File: src/design/charger_option_pkg.sv
// Constants, field layouts and carrier types for the charge option and
// processor-hot option register slice.
// Assumes a 50 MHz system clock and a byte-wide register access port.
package charger_option_pkg;

  // ****************************************************************
  // Byte addresses
  // ****************************************************************
  localparam logic [7:0] CHARGE_OPTION_THREE_LOW_ADDR = 8'h34;
  localparam logic [7:0] HOT_ALERT_OPTION_ZERO_LO_ADDR = 8'h36;
  localparam logic [7:0] HOT_ALERT_OPTION_ZERO_HI_ADDR = 8'h37;
  localparam logic [7:0] UNMAPPED_READ_VALUE = 8'h00;

  // ****************************************************************
  // Reset values
  // ****************************************************************
  localparam logic [7:0] CHARGE_OPTION_THREE_LOW_RESET = 8'h30;
  localparam logic [15:0] HOT_ALERT_OPTION_ZERO_RESET = 16'h4a65;

  // ****************************************************************
  // Field positions
  // ****************************************************************
  localparam int CONSERVATIVE_ASSIST_ENABLE_BIT = 6;
  localparam int EXTERNAL_PIN_ROLE_SELECT_BIT = 5;
  localparam int INDUCTOR_AVG_CLAMP_MSB = 4;
  localparam int INDUCTOR_AVG_CLAMP_LSB = 3;
  localparam int REVERSE_SUPPLY_LOW_RANGE_BIT = 2;
  localparam int BATTERY_SWITCH_OFF_IN_HIGHZ_BIT = 1;
  localparam int POWER_MONITOR_SOURCE_SELECT_BIT = 0;
  localparam int SECONDARY_INPUT_LIMIT_MSB = 15;
  localparam int SECONDARY_INPUT_LIMIT_LSB = 11;
  localparam int CRITICAL_CURRENT_DEGLITCH_MSB = 10;
  localparam int CRITICAL_CURRENT_DEGLITCH_LSB = 9;
  localparam int INPUT_VOLTAGE_ALERT_PCT_SELECT_BIT = 8;
  localparam int SYSTEM_VOLTAGE_THRESHOLD_ONE_MSB = 7;
  localparam int SYSTEM_VOLTAGE_THRESHOLD_ONE_LSB = 4;
  localparam int INPUT_VOLTAGE_ALERT_LOWER_ENABLE_BIT = 0;

  // ****************************************************************
  // Encodings and scale figures
  // ****************************************************************
  localparam logic [4:0] LIMIT_FINE_LAST_CODE = 5'b11001;
  localparam logic [4:0] LIMIT_COARSE_FIRST_CODE = 5'b11010;
  localparam logic [4:0] LIMIT_OUT_OF_RANGE_CODE = 5'b11111;
  localparam logic [11:0] LIMIT_FINE_BASE_PCT = 12'd105;
  localparam logic [11:0] LIMIT_FINE_STEP_PCT = 12'd5;
  localparam logic [11:0] LIMIT_COARSE_BASE_PCT = 12'd250;
  localparam logic [11:0] LIMIT_COARSE_STEP_PCT = 12'd50;
  localparam logic [11:0] CRITICAL_NUM = 12'd11;
  localparam logic [11:0] CRITICAL_DEN = 12'd10;
  localparam logic [15:0] SYS_TH_MULTI_CELL_BASE_MV = 16'd5900;
  localparam logic [15:0] SYS_TH_SINGLE_CELL_BASE_MV = 16'd3100;
  localparam logic [15:0] SYS_TH_STEP_MV = 16'd100;
  localparam logic [6:0] INPUT_ALERT_FOLLOW_PCT = 7'd100;
  localparam logic [6:0] INPUT_ALERT_LOW_PCT = 7'd80;
  localparam logic [6:0] INPUT_ALERT_HIGH_PCT = 7'd90;

  // ****************************************************************
  // Timing
  // ****************************************************************
  localparam int CLK_PERIOD_NS = 20;
  localparam int CRIT_DEG_15US_NS = 15000;
  localparam int CRIT_DEG_120US_NS = 120000;
  localparam int CRIT_DEG_500US_NS = 500000;
  localparam int CRIT_DEG_1MS_NS = 1000000;
  localparam int SYS_TH_DEGLITCH_NS = 5000;
  localparam int CRIT_DEG_15US_CYCLES = CRIT_DEG_15US_NS / CLK_PERIOD_NS;
  localparam int CRIT_DEG_120US_CYCLES = CRIT_DEG_120US_NS / CLK_PERIOD_NS;
  localparam int CRIT_DEG_500US_CYCLES = CRIT_DEG_500US_NS / CLK_PERIOD_NS;
  localparam int CRIT_DEG_1MS_CYCLES = CRIT_DEG_1MS_NS / CLK_PERIOD_NS;
  localparam int SYS_TH_DEGLITCH_CYCLES = SYS_TH_DEGLITCH_NS / CLK_PERIOD_NS;
  localparam int DEGLITCH_COUNT_W = 16;

  // ****************************************************************
  // Carriers
  // ****************************************************************
  typedef enum logic [1:0] {
    CLAMP_6A,
    CLAMP_10A,
    CLAMP_15A,
    CLAMP_OFF
  } inductor_clamp_e;

  typedef struct packed {
    logic write;
    logic read;
    logic [7:0] addr;
    logic [7:0] wdata;
  } reg_req_s;

  typedef struct packed {
    logic conservative_assist_enable;
    logic external_pin_role_select;
    inductor_clamp_e inductor_avg_clamp;
    logic reverse_supply_low_range;
    logic battery_switch_off_in_highz;
    logic power_monitor_source_select;
  } charge_cfg_s;

endpackage

File: src/design/charger_option_hot_alert_regs.sv
// Charge option low byte and processor-hot option register pair, with the
// threshold comparators and deglitch timers that these settings steer.
// Assumes an I2C engine on clk_sys presents one byte access per request and
// that measured current and voltage come from ADC logic on the same clock.
// The cell count and assist mode inputs are pins and pass a synchroniser.
//
// Functional notes
// - Bit 6 enables conservative assist, reset off.
// - Bit 5 selects external pin role, reset 1.
// - Bits 4-3 clamp inductor current, reset 15A.
// - Bit 2 selects reverse-supply voltage range.
// - Bit 1 turns battery switch off in high-impedance.
// - Bit 0 picks power monitor source.
// - Codes 1-25 map 110-230 percent, 5 step.
// - Codes 26-30 map 250-450 percent; 31 ignored.
// - Trip above threshold; field resets to 150 percent.
// - Critical threshold is 110 percent of secondary.
// - Deglitch field picks 15/120/500/1000 microseconds.
// - Lower threshold bit picks 80 or 90 percent.
// - System threshold one triggers bus discharge, 5us deglitch.
// - Multi-cell codes map 5.9 to 7.4 volts.
// - Single-cell codes wrap 3.1 to 3.8 volts.
// - Lower enable bit selects follow or lower threshold.
`timescale 1ns/100ps
`default_nettype none
module charger_option_hot_alert_regs
  import charger_option_pkg::*;
#(
  parameter int CRIT_DEG_120US = CRIT_DEG_120US_CYCLES,
  parameter int CRIT_DEG_500US = CRIT_DEG_500US_CYCLES,
  parameter int CRIT_DEG_1MS = CRIT_DEG_1MS_CYCLES
)
(
  input wire logic clk_sys,
  input wire logic rst,
  input wire reg_req_s req,
  output logic [7:0] rdata,
  output logic rvalid,
  input wire logic [11:0] input_current_pct,
  input wire logic [15:0] system_voltage_mv,
  input wire logic single_cell,
  input wire logic min_voltage_assist_mode,
  output var charge_cfg_s charge_cfg,
  output logic secondary_limit_trip,
  output logic critical_current_trip,
  output logic processor_hot_alert,
  output logic [6:0] input_voltage_alert_pct,
  output logic [15:0] system_threshold_mv,
  output logic input_bus_discharge
);

  // ****************************************************************
  // Register storage
  // ****************************************************************
  logic [7:0] charge_option_three_low;
  logic [15:0] hot_alert_option_zero;

  always_ff @(posedge clk_sys)
  begin
    if (rst)
    begin
      charge_option_three_low <= CHARGE_OPTION_THREE_LOW_RESET;
    end
    else if (req.write && req.addr == CHARGE_OPTION_THREE_LOW_ADDR)
    begin
      charge_option_three_low <= req.wdata;
    end
  end

  // Each byte has its own enable so a write never disturbs its partner.
  always_ff @(posedge clk_sys)
  begin
    if (rst)
    begin
      hot_alert_option_zero <= HOT_ALERT_OPTION_ZERO_RESET;
    end
    else if (req.write && req.addr == HOT_ALERT_OPTION_ZERO_LO_ADDR)
    begin
      hot_alert_option_zero[7:0] <= req.wdata;
    end
    else if (req.write && req.addr == HOT_ALERT_OPTION_ZERO_HI_ADDR)
    begin
      hot_alert_option_zero[15:8] <= req.wdata;
    end
  end

  // ****************************************************************
  // Read path
  // ****************************************************************
  logic [7:0] next_rdata;

  always_comb
  begin
    case (req.addr)
      CHARGE_OPTION_THREE_LOW_ADDR: next_rdata = charge_option_three_low;
      HOT_ALERT_OPTION_ZERO_LO_ADDR: next_rdata = hot_alert_option_zero[7:0];
      HOT_ALERT_OPTION_ZERO_HI_ADDR: next_rdata = hot_alert_option_zero[15:8];
      default: next_rdata = UNMAPPED_READ_VALUE;
    endcase
  end

  always_ff @(posedge clk_sys)
  begin
    if (rst)
    begin
      rdata <= 8'h00;
      rvalid <= 1'b0;
    end
    else
    begin
      rvalid <= req.read;
      if (req.read)
      begin
        rdata <= next_rdata;
      end
    end
  end

  // ****************************************************************
  // Charge configuration outputs
  // ****************************************************************
  always_comb
  begin
    charge_cfg.conservative_assist_enable =
      charge_option_three_low[CONSERVATIVE_ASSIST_ENABLE_BIT];
    charge_cfg.external_pin_role_select =
      charge_option_three_low[EXTERNAL_PIN_ROLE_SELECT_BIT];
    charge_cfg.inductor_avg_clamp = inductor_clamp_e'(
      charge_option_three_low[INDUCTOR_AVG_CLAMP_MSB:INDUCTOR_AVG_CLAMP_LSB]);
    charge_cfg.reverse_supply_low_range =
      charge_option_three_low[REVERSE_SUPPLY_LOW_RANGE_BIT];
    charge_cfg.battery_switch_off_in_highz =
      charge_option_three_low[BATTERY_SWITCH_OFF_IN_HIGHZ_BIT];
    charge_cfg.power_monitor_source_select =
      charge_option_three_low[POWER_MONITOR_SOURCE_SELECT_BIT];
  end

  // ****************************************************************
  // Input current comparators
  // ****************************************************************
  logic limit_valid;
  logic [11:0] limit_pct;
  logic [11:0] critical_pct;

  input_limit_decode u_limit_decode (
    .code(hot_alert_option_zero[SECONDARY_INPUT_LIMIT_MSB:SECONDARY_INPUT_LIMIT_LSB]),
    .valid(limit_valid),
    .limit_pct(limit_pct),
    .critical_pct(critical_pct)
  );

  // An out-of-range code disables both comparisons rather than tripping.
  always_ff @(posedge clk_sys)
  begin
    if (rst)
    begin
      secondary_limit_trip <= 1'b0;
      critical_current_trip <= 1'b0;
    end
    else
    begin
      secondary_limit_trip <= limit_valid && (input_current_pct > limit_pct);
      critical_current_trip <= limit_valid && (input_current_pct > critical_pct);
    end
  end

  logic [DEGLITCH_COUNT_W-1:0] crit_hold;

  always_comb
  begin
    case (hot_alert_option_zero[CRITICAL_CURRENT_DEGLITCH_MSB:CRITICAL_CURRENT_DEGLITCH_LSB])
      2'b00: crit_hold = DEGLITCH_COUNT_W'(CRIT_DEG_15US_CYCLES);
      2'b01: crit_hold = DEGLITCH_COUNT_W'(CRIT_DEG_120US);
      2'b10: crit_hold = DEGLITCH_COUNT_W'(CRIT_DEG_500US);
      default: crit_hold = DEGLITCH_COUNT_W'(CRIT_DEG_1MS);
    endcase
  end

  deglitch_timer u_critical_deglitch (
    .clk_sys(clk_sys),
    .rst(rst),
    .level(critical_current_trip),
    .hold_cycles(crit_hold),
    .qualified(processor_hot_alert)
  );

  // ****************************************************************
  // Input voltage alert threshold
  // ****************************************************************
  always_ff @(posedge clk_sys)
  begin
    if (rst)
    begin
      input_voltage_alert_pct <= INPUT_ALERT_LOW_PCT;
    end
    else if (!hot_alert_option_zero[INPUT_VOLTAGE_ALERT_LOWER_ENABLE_BIT])
    begin
      input_voltage_alert_pct <= INPUT_ALERT_FOLLOW_PCT;
    end
    else if (hot_alert_option_zero[INPUT_VOLTAGE_ALERT_PCT_SELECT_BIT])
    begin
      input_voltage_alert_pct <= INPUT_ALERT_HIGH_PCT;
    end
    else
    begin
      input_voltage_alert_pct <= INPUT_ALERT_LOW_PCT;
    end
  end

  // ****************************************************************
  // Pin synchronisers
  // ****************************************************************
  // A bit only changes once stages two and three agree, so a one-cycle glitch
  // is dropped at the cost of four cycles of latency.
  logic [1:0] pin_raw;
  logic [1:0] pin_stage_one;
  logic [1:0] pin_stage_two;
  logic [1:0] pin_stage_three;
  logic [1:0] pin_clean;
  logic cell_single_clean;
  logic assist_clean;

  assign pin_raw = {min_voltage_assist_mode, single_cell};

  always_ff @(posedge clk_sys)
  begin
    if (rst)
    begin
      pin_stage_one <= 2'h0;
      pin_stage_two <= 2'h0;
      pin_stage_three <= 2'h0;
    end
    else
    begin
      pin_stage_one <= pin_raw;
      pin_stage_two <= pin_stage_one;
      pin_stage_three <= pin_stage_two;
    end
  end

  always_ff @(posedge clk_sys)
  begin
    if (rst)
    begin
      pin_clean <= 2'h0;
    end
    else
    begin
      pin_clean <= (pin_stage_two & pin_stage_three)
        | (pin_clean & (pin_stage_two | pin_stage_three));
    end
  end

  assign cell_single_clean = pin_clean[0];
  assign assist_clean = pin_clean[1];

  // ****************************************************************
  // System voltage threshold and input bus discharge
  // ****************************************************************
  logic [3:0] sys_code;
  logic [15:0] next_system_threshold_mv;
  logic sys_below;
  logic sys_below_qualified;

  assign sys_code =
    hot_alert_option_zero[SYSTEM_VOLTAGE_THRESHOLD_ONE_MSB:SYSTEM_VOLTAGE_THRESHOLD_ONE_LSB];

  // For a single cell the top code bit is ignored, so both halves repeat.
  always_comb
  begin
    if (cell_single_clean)
    begin
      next_system_threshold_mv = SYS_TH_SINGLE_CELL_BASE_MV
        + 16'(SYS_TH_STEP_MV * {13'h0000, sys_code[2:0]});
    end
    else
    begin
      next_system_threshold_mv = SYS_TH_MULTI_CELL_BASE_MV
        + 16'(SYS_TH_STEP_MV * {12'h000, sys_code});
    end
  end

  always_ff @(posedge clk_sys)
  begin
    if (rst)
    begin
      system_threshold_mv <= SYS_TH_MULTI_CELL_BASE_MV;
      sys_below <= 1'b0;
    end
    else
    begin
      system_threshold_mv <= next_system_threshold_mv;
      sys_below <= system_voltage_mv < next_system_threshold_mv;
    end
  end

  deglitch_timer u_system_deglitch (
    .clk_sys(clk_sys),
    .rst(rst),
    .level(sys_below),
    .hold_cycles(DEGLITCH_COUNT_W'(SYS_TH_DEGLITCH_CYCLES)),
    .qualified(sys_below_qualified)
  );

  // Discharge is only meaningful while the assist mode is running.
  always_ff @(posedge clk_sys)
  begin
    if (rst)
    begin
      input_bus_discharge <= 1'b0;
    end
    else
    begin
      input_bus_discharge <= assist_clean && sys_below_qualified;
    end
  end

endmodule
`default_nettype wire

File: src/design/deglitch_timer.sv
// Holds a level for a programmable number of cycles before reporting it.
// Assumes the level and the count come from logic on the same clock.
`timescale 1ns/100ps
`default_nettype none
module deglitch_timer
  import charger_option_pkg::*;
(
  input wire logic clk_sys,
  input wire logic rst,
  input wire logic level,
  input wire logic [DEGLITCH_COUNT_W-1:0] hold_cycles,
  output logic qualified
);

  logic [DEGLITCH_COUNT_W-1:0] held;

  // A single drop of the level restarts the wait, so short glitches never pass.
  always_ff @(posedge clk_sys)
  begin
    if (rst || !level)
    begin
      held <= '0;
    end
    else if (held < hold_cycles)
    begin
      held <= held + 1'b1;
    end
  end

  always_ff @(posedge clk_sys)
  begin
    if (rst)
    begin
      qualified <= 1'b0;
    end
    else
    begin
      qualified <= level && (held >= hold_cycles - 1'b1);
    end
  end

endmodule
`default_nettype wire

File: src/design/input_limit_decode.sv
// Turns the secondary input limit code into percentage thresholds.
// Assumes the code is a stable register output; the logic is combinational.
`timescale 1ns/100ps
`default_nettype none
module input_limit_decode
  import charger_option_pkg::*;
(
  input wire logic [4:0] code,
  output logic valid,
  output logic [11:0] limit_pct,
  output logic [11:0] critical_pct
);

  logic [11:0] code_w;
  logic [15:0] scaled;

  assign code_w = {7'h00, code};

  always_comb
  begin
    valid = 1'b1;
    limit_pct = '0;
    if (code == 5'h00 || code == LIMIT_OUT_OF_RANGE_CODE)
    begin
      valid = 1'b0;
    end
    else if (code <= LIMIT_FINE_LAST_CODE)
    begin
      limit_pct = LIMIT_FINE_BASE_PCT + LIMIT_FINE_STEP_PCT * code_w;
    end
    else
    begin
      limit_pct = LIMIT_COARSE_BASE_PCT
        + LIMIT_COARSE_STEP_PCT * (code_w - {7'h00, LIMIT_COARSE_FIRST_CODE});
    end
  end

  // The critical level is 110 percent of the secondary one, truncated.
  // The product is kept at sixteen bits since the top codes times eleven exceed twelve.
  assign scaled = 16'(limit_pct) * 16'(CRITICAL_NUM);
  assign critical_pct = 12'(scaled / 16'(CRITICAL_DEN));

endmodule
`default_nettype wire

File: config.mk
export PLATFORM = sky130hd
export DESIGN_NAME = charger_option_hot_alert_regs
export DESIGN_NICKNAME = d
export VERILOG_FILES = /design/src/design/charger_option_pkg.sv /design/src/design/charger_option_hot_alert_regs.sv /design/src/design/deglitch_timer.sv /design/src/design/input_limit_decode.sv
export SDC_FILE = /design/constraint.sdc
export NUM_CORES = 1
export LEC_CHECK = 0
export ABC_CLOCK_PERIOD_IN_PS = 9600
export BUFFER_PORTS_ARGS = -buffer_cell sky130_fd_sc_hd__buf_2
export CAP_MARGIN = 0
export CORE_MARGIN = 5
export CORE_UTILIZATION = 56
export CTS_CLUSTER_DIAMETER = 200
export CTS_CLUSTER_SIZE = 16
export DETAILED_ROUTE_END_ITERATION = 16
export PLACE_DENSITY = 0.79
export SLEW_MARGIN = 20
export SYNTH_ARGS = -nofsm -noshare
export SYNTH_HDL_FRONTEND = slang
export SYNTH_HIERARCHICAL = 1
export SYNTH_SLANG_ARGS = --single-unit
File: constraint.sdc
create_clock -name clk_sys -period 9.6 [get_ports clk_sys]
set_input_delay 1.44 -clock clk_sys [delete_from_list [all_inputs] [get_ports clk_sys]]
set_output_delay 1.44 -clock clk_sys [all_outputs]
set_load 0.05 [all_outputs]
==> summary.md <==
In the routed layout, each cell is associated on average with a via count of 5.86. The signed area change from the synthesized netlist to the final layout was 24.4%. Summed over all nets, the half-perimeter wirelength after detailed placement is 23100 um. The synthesized netlist devotes 6.21% of its cell area to XOR and XNOR gates.

The sequential fraction of the synthesis area was 16.5%; the number of levels the H-tree was split into was 3. Counting flops with a built-in enable in the synthesized netlist gives 0. The count of nets left with antenna violations once routing finished came out at 0. Post-layout minimum cycle time: 10.19 ns. The placeable core region was 0.0200 mm^2. The critical-path cell with the highest stage delay was sky130_fd_sc_hd__fa_1.

The adder and majority gate portion of the synthesized area works out to 23.1%. The run gives 1901 as the instance count after placement with tap cells included. From left edge to right edge, the die measures 152 um.

Arrival time of the worst setup path: 10.46 ns. For the leakage component of the power, the log shows 6.45 nW. The library cell used most frequently in the layout, excluding fill and tap cells, is sky130_fd_sc_hd__ha_1.

The tree is rooted in a sky130_fd_sc_hd__clkbuf_16. In this run, CTS created clock tree buffers numbering 9. For this configuration, the core starts out at a cell density of 56.3%. At the end of the flow the core is filled with cells to 70.0%. The origin of the worst setup path is hot_alert_option_zero[12]$_SDFFE_PP0P_.

The fraction of synthesized area in multiplexers works out to 3.41%. The least setup slack across all paths after layout was -0.588 ns. After synthesis, the largest family of logic cells by area is adder cells.

The family with the most delay on the worst path was compound AO/OA/AOI/OAI gates. The kind of start point of the critical path was a flop. In this run, synthesis produced a sequential element count of 93.

sky130_fd_sc_hd__ha_1 takes more of the synthesized area than any other cell. The worst pin sits at a relative slew slack of 42.5%. The worst-case IR drop observed on VDD is 0.0000988 V. The flow ran to the end, but the final reports show violations. The top cell type by area accounts for 19.5% of the synthesized area. Leaving out fill and tap cells, the most frequent cells in the layout are sky130_fd_sc_hd__ha_1, sky130_fd_sc_hd__buf_4, sky130_fd_sc_hd__inv_1, sky130_fd_sc_hd__nand2_1.

The final setup violation count came out at 1. The final reports fail on setup timing. The worst register-to-register path begins at hot_alert_option_zero[12]$_SDFFE_PP0P_.

The clock drives 93 sinks. Across all layers, the routed design uses 11300 vias. For this run, design rule violations remaining after detail routing come to 0.

At the worst endpoint, the required time is 9.88 ns. Each instance of the synthesized netlist takes up on average 7.97 um^2. The run gives 0.0231 mm^2 as the area of the die. By instance count, the cell type seen most on the critical path is sky130_fd_sc_hd__inv_1. The maximum number of pins on one net before global-route repair was 45. The tools report the category of the worst setup path capture point as a flop. The worst setup slack before clock tree synthesis is -0.639 ns, and the via count of the first global-routing pass is 10800. The mapped netlist covers 0.0113 mm^2. Derived from the worst setup path, the maximum achievable clock frequency is 0.0982 GHz. For this run, the number of Yosys warnings is 6. For the clock insertion delay at the later pin of the skew report, the log shows 0.35 ns. For this block, the routed nets add up to 31100 um of wire. For this run, the number of standard cells in the final layout without fillers is 1932. The worst hold path begins at pin_stage_one[1]$_SDFF_PP0_.

The number of design-rule violations left by the first detailed-router iteration is 758. The first global-routing pass estimated 49400 um of wire. The power density normalized to cell area is 77.1 mW/mm^2, and the max-cap check violation count is 0. The total buffers and inverters traversed by the critical path works out to 11. The share of synthesized cell area in and, or, nand and nor gates works out to 20.6%. The final max-slew violation count is 0, and the maximum clock insertion buffer count is 2.

In the post-synthesis netlist, the biggest area contributors are sky130_fd_sc_hd__ha_1, sky130_fd_sc_hd__dfxtp_1, sky130_fd_sc_hd__xnor2_1. The tools report the initial antenna violation count as 2. For the pin with the worst max-slew slack, the measured transition is 0.859 ns.

The floorplan has 52 rows. The worst setup path is of the flop to flop kind. The die span in y is 152 um. Share of layout cells above drive strength 1: 23.8%. The synthesized instance count was 1416; the share of the clock period used by the worst path was 106%. The largest single stage delay on the critical path is 0.51 ns.

Dominant register cell in the synthesized netlist: sky130_fd_sc_hd__dfxtp_1. Buffers placed on the I/O ports in this run total 83. The share of flip-flops with an asynchronous set or reset after synthesis is 0%, and the final global-route overflow total is 0. The final layout contains 1898 nets. TritonCTS built the clock tree. Setup repair after global routing could not meet its margin everywhere.

The number of different library cells in the post-synthesis netlist was 100; the total routing resource utilization after global routing was 24.7%. At the end of routability-driven placement, the weighted congestion stood at 0.916. Power comes to 0.00108 W.

After clock tree synthesis, the flow added hold-fix buffers numbering 0. Clock-pin slew was measured on the worst setup and hold paths at 0.07 ns. The fraction of the mapped netlist area in compound gates came out at 22.1%.

The first-pass iteration count of the detailed router came out at 5. The clock arrives with 0.0102 ns of skew. Dividing the detail-routed wire length by the instance count gives 16.1 um.

The hold violation total from the final report was 0; the number of top-level pins was 93. In this run the worst hold path is classified as flop to flop. Of all nets on the critical path, the largest fanout is 6.
[metal layers]
layer  GRT usage (%)  part of all wire [%]  vias up
met4            7.19                   2.5        0
met5               0                     0        -
met3            3.19                   4.4       59
met1            30.7                    43     5414
li1                -                     -     5527
met2            44.5                    50      318
[final timing paths]
path / to / slack [ns] / depth (start not counted)
min: pin_stage_two[1]$_SDFF_PP0_ / 0.44 / 1
min reg2reg: pin_stage_two[1]$_SDFF_PP0_ / 0.44 / 1
max reg2reg: critical_current_trip$_SDFF_PP0_ / -0.59 / 51
max: critical_current_trip$_SDFF_PP0_ / -0.59 / 51
[Yosys cell counts (all sizes together) (8+ instances only)]
library cell and instances:
ha 176, inv 147, nand2 123, a21oi 104
dfxtp 93, nor2 83, xnor2 65, nand3 51
o21ai 51, buf 37, mux2i 35, nor3 30
o31ai 30, nand4 29, nor2b 29, or4 25
a21o 23, o211ai 23, clkbuf 22, o21a 19
fa 17, xor2 15, and3 14, a31oi 10
and4 10, a211oi 9, and2 8, nand2b 8
o2bb2ai 8, or3 8
[registers in the layout (all words and copies together) (netlist names), 2 cells and up]
name and flops:
u_system_deglitch/held 16, hot_alert_option_zero 16, pin_stage_two 2, input_voltage_alert_pct 3
u_critical_deglitch/held 16, pin_stage_three 2, charge_option_three_low 8, pin_stage_one 2
rdata 8, pin_clean 2, system_threshold_mv 11
[stage by stage]
stage	setup TNS (ns)	hold slack [ns]	instance area, um^2
final	-0.588	0.440	14000
after global routing	-1.00	0.459	14000
after global placement	-0.440	0.422	13100
after floorplan	0	0.414	11600
after CTS	-0.426	0.440	13600
after detailed placement	-0.639	0.427	13100
[where the power goes]
| part | switching (W) | internal (W) |
|---|---|---|
| Sequential | 0.00000245 | 0.000389 |
| Clock | 0.000170 | 0.000187 |
| Combinational | 0.000177 | 0.000157 |
| Total | 0.000350 | 0.000733 |
[area by class of cell]
type	instances	area, um^2
Clock inverter	6	57.6
Fill cell	1590	6000
Sequential cell	93	1870
Inverter	150	569
Multi-Input combinational cell	1166	9380
Tap cell	270	338
Antenna cell	2	5.00
Timing Repair Buffer	235	1580
Clock buffer	10	239
[repair_timing]
| item | 4_1_cts | 5_1_grt |
|---|---|---|
| endpoints found under the setup margin | 1 | 1 |
| setup buffers | 3 | 8 |
| gates cloned | 0 | 0 |
| pin swaps | 8 | 42 |
| resized for setup | 39 | 63 |
[cells by family after synthesis]
family / count (synthesis)
muxes: 38
adders and majority gates: 199
other: 2
AOI/OAI and AO/OA: 355
DFF: 93
and+or+nand+nor: 440
xor gates and xnor gates: 80
buffers and inverters: 209
[worst reg2reg max path, delay by kind of cell, from the launching register on]
family,cells,cell delay (ns)
compound gates,19,3.64
mux,1,0.32
flops,1,0.39
xor+xnor,3,0.43
simple gates,6,0.93
buf+inv,11,0.93
fa+ha+maj,11,3.47
No activity file was read; power rests on OpenSTA's default activity.
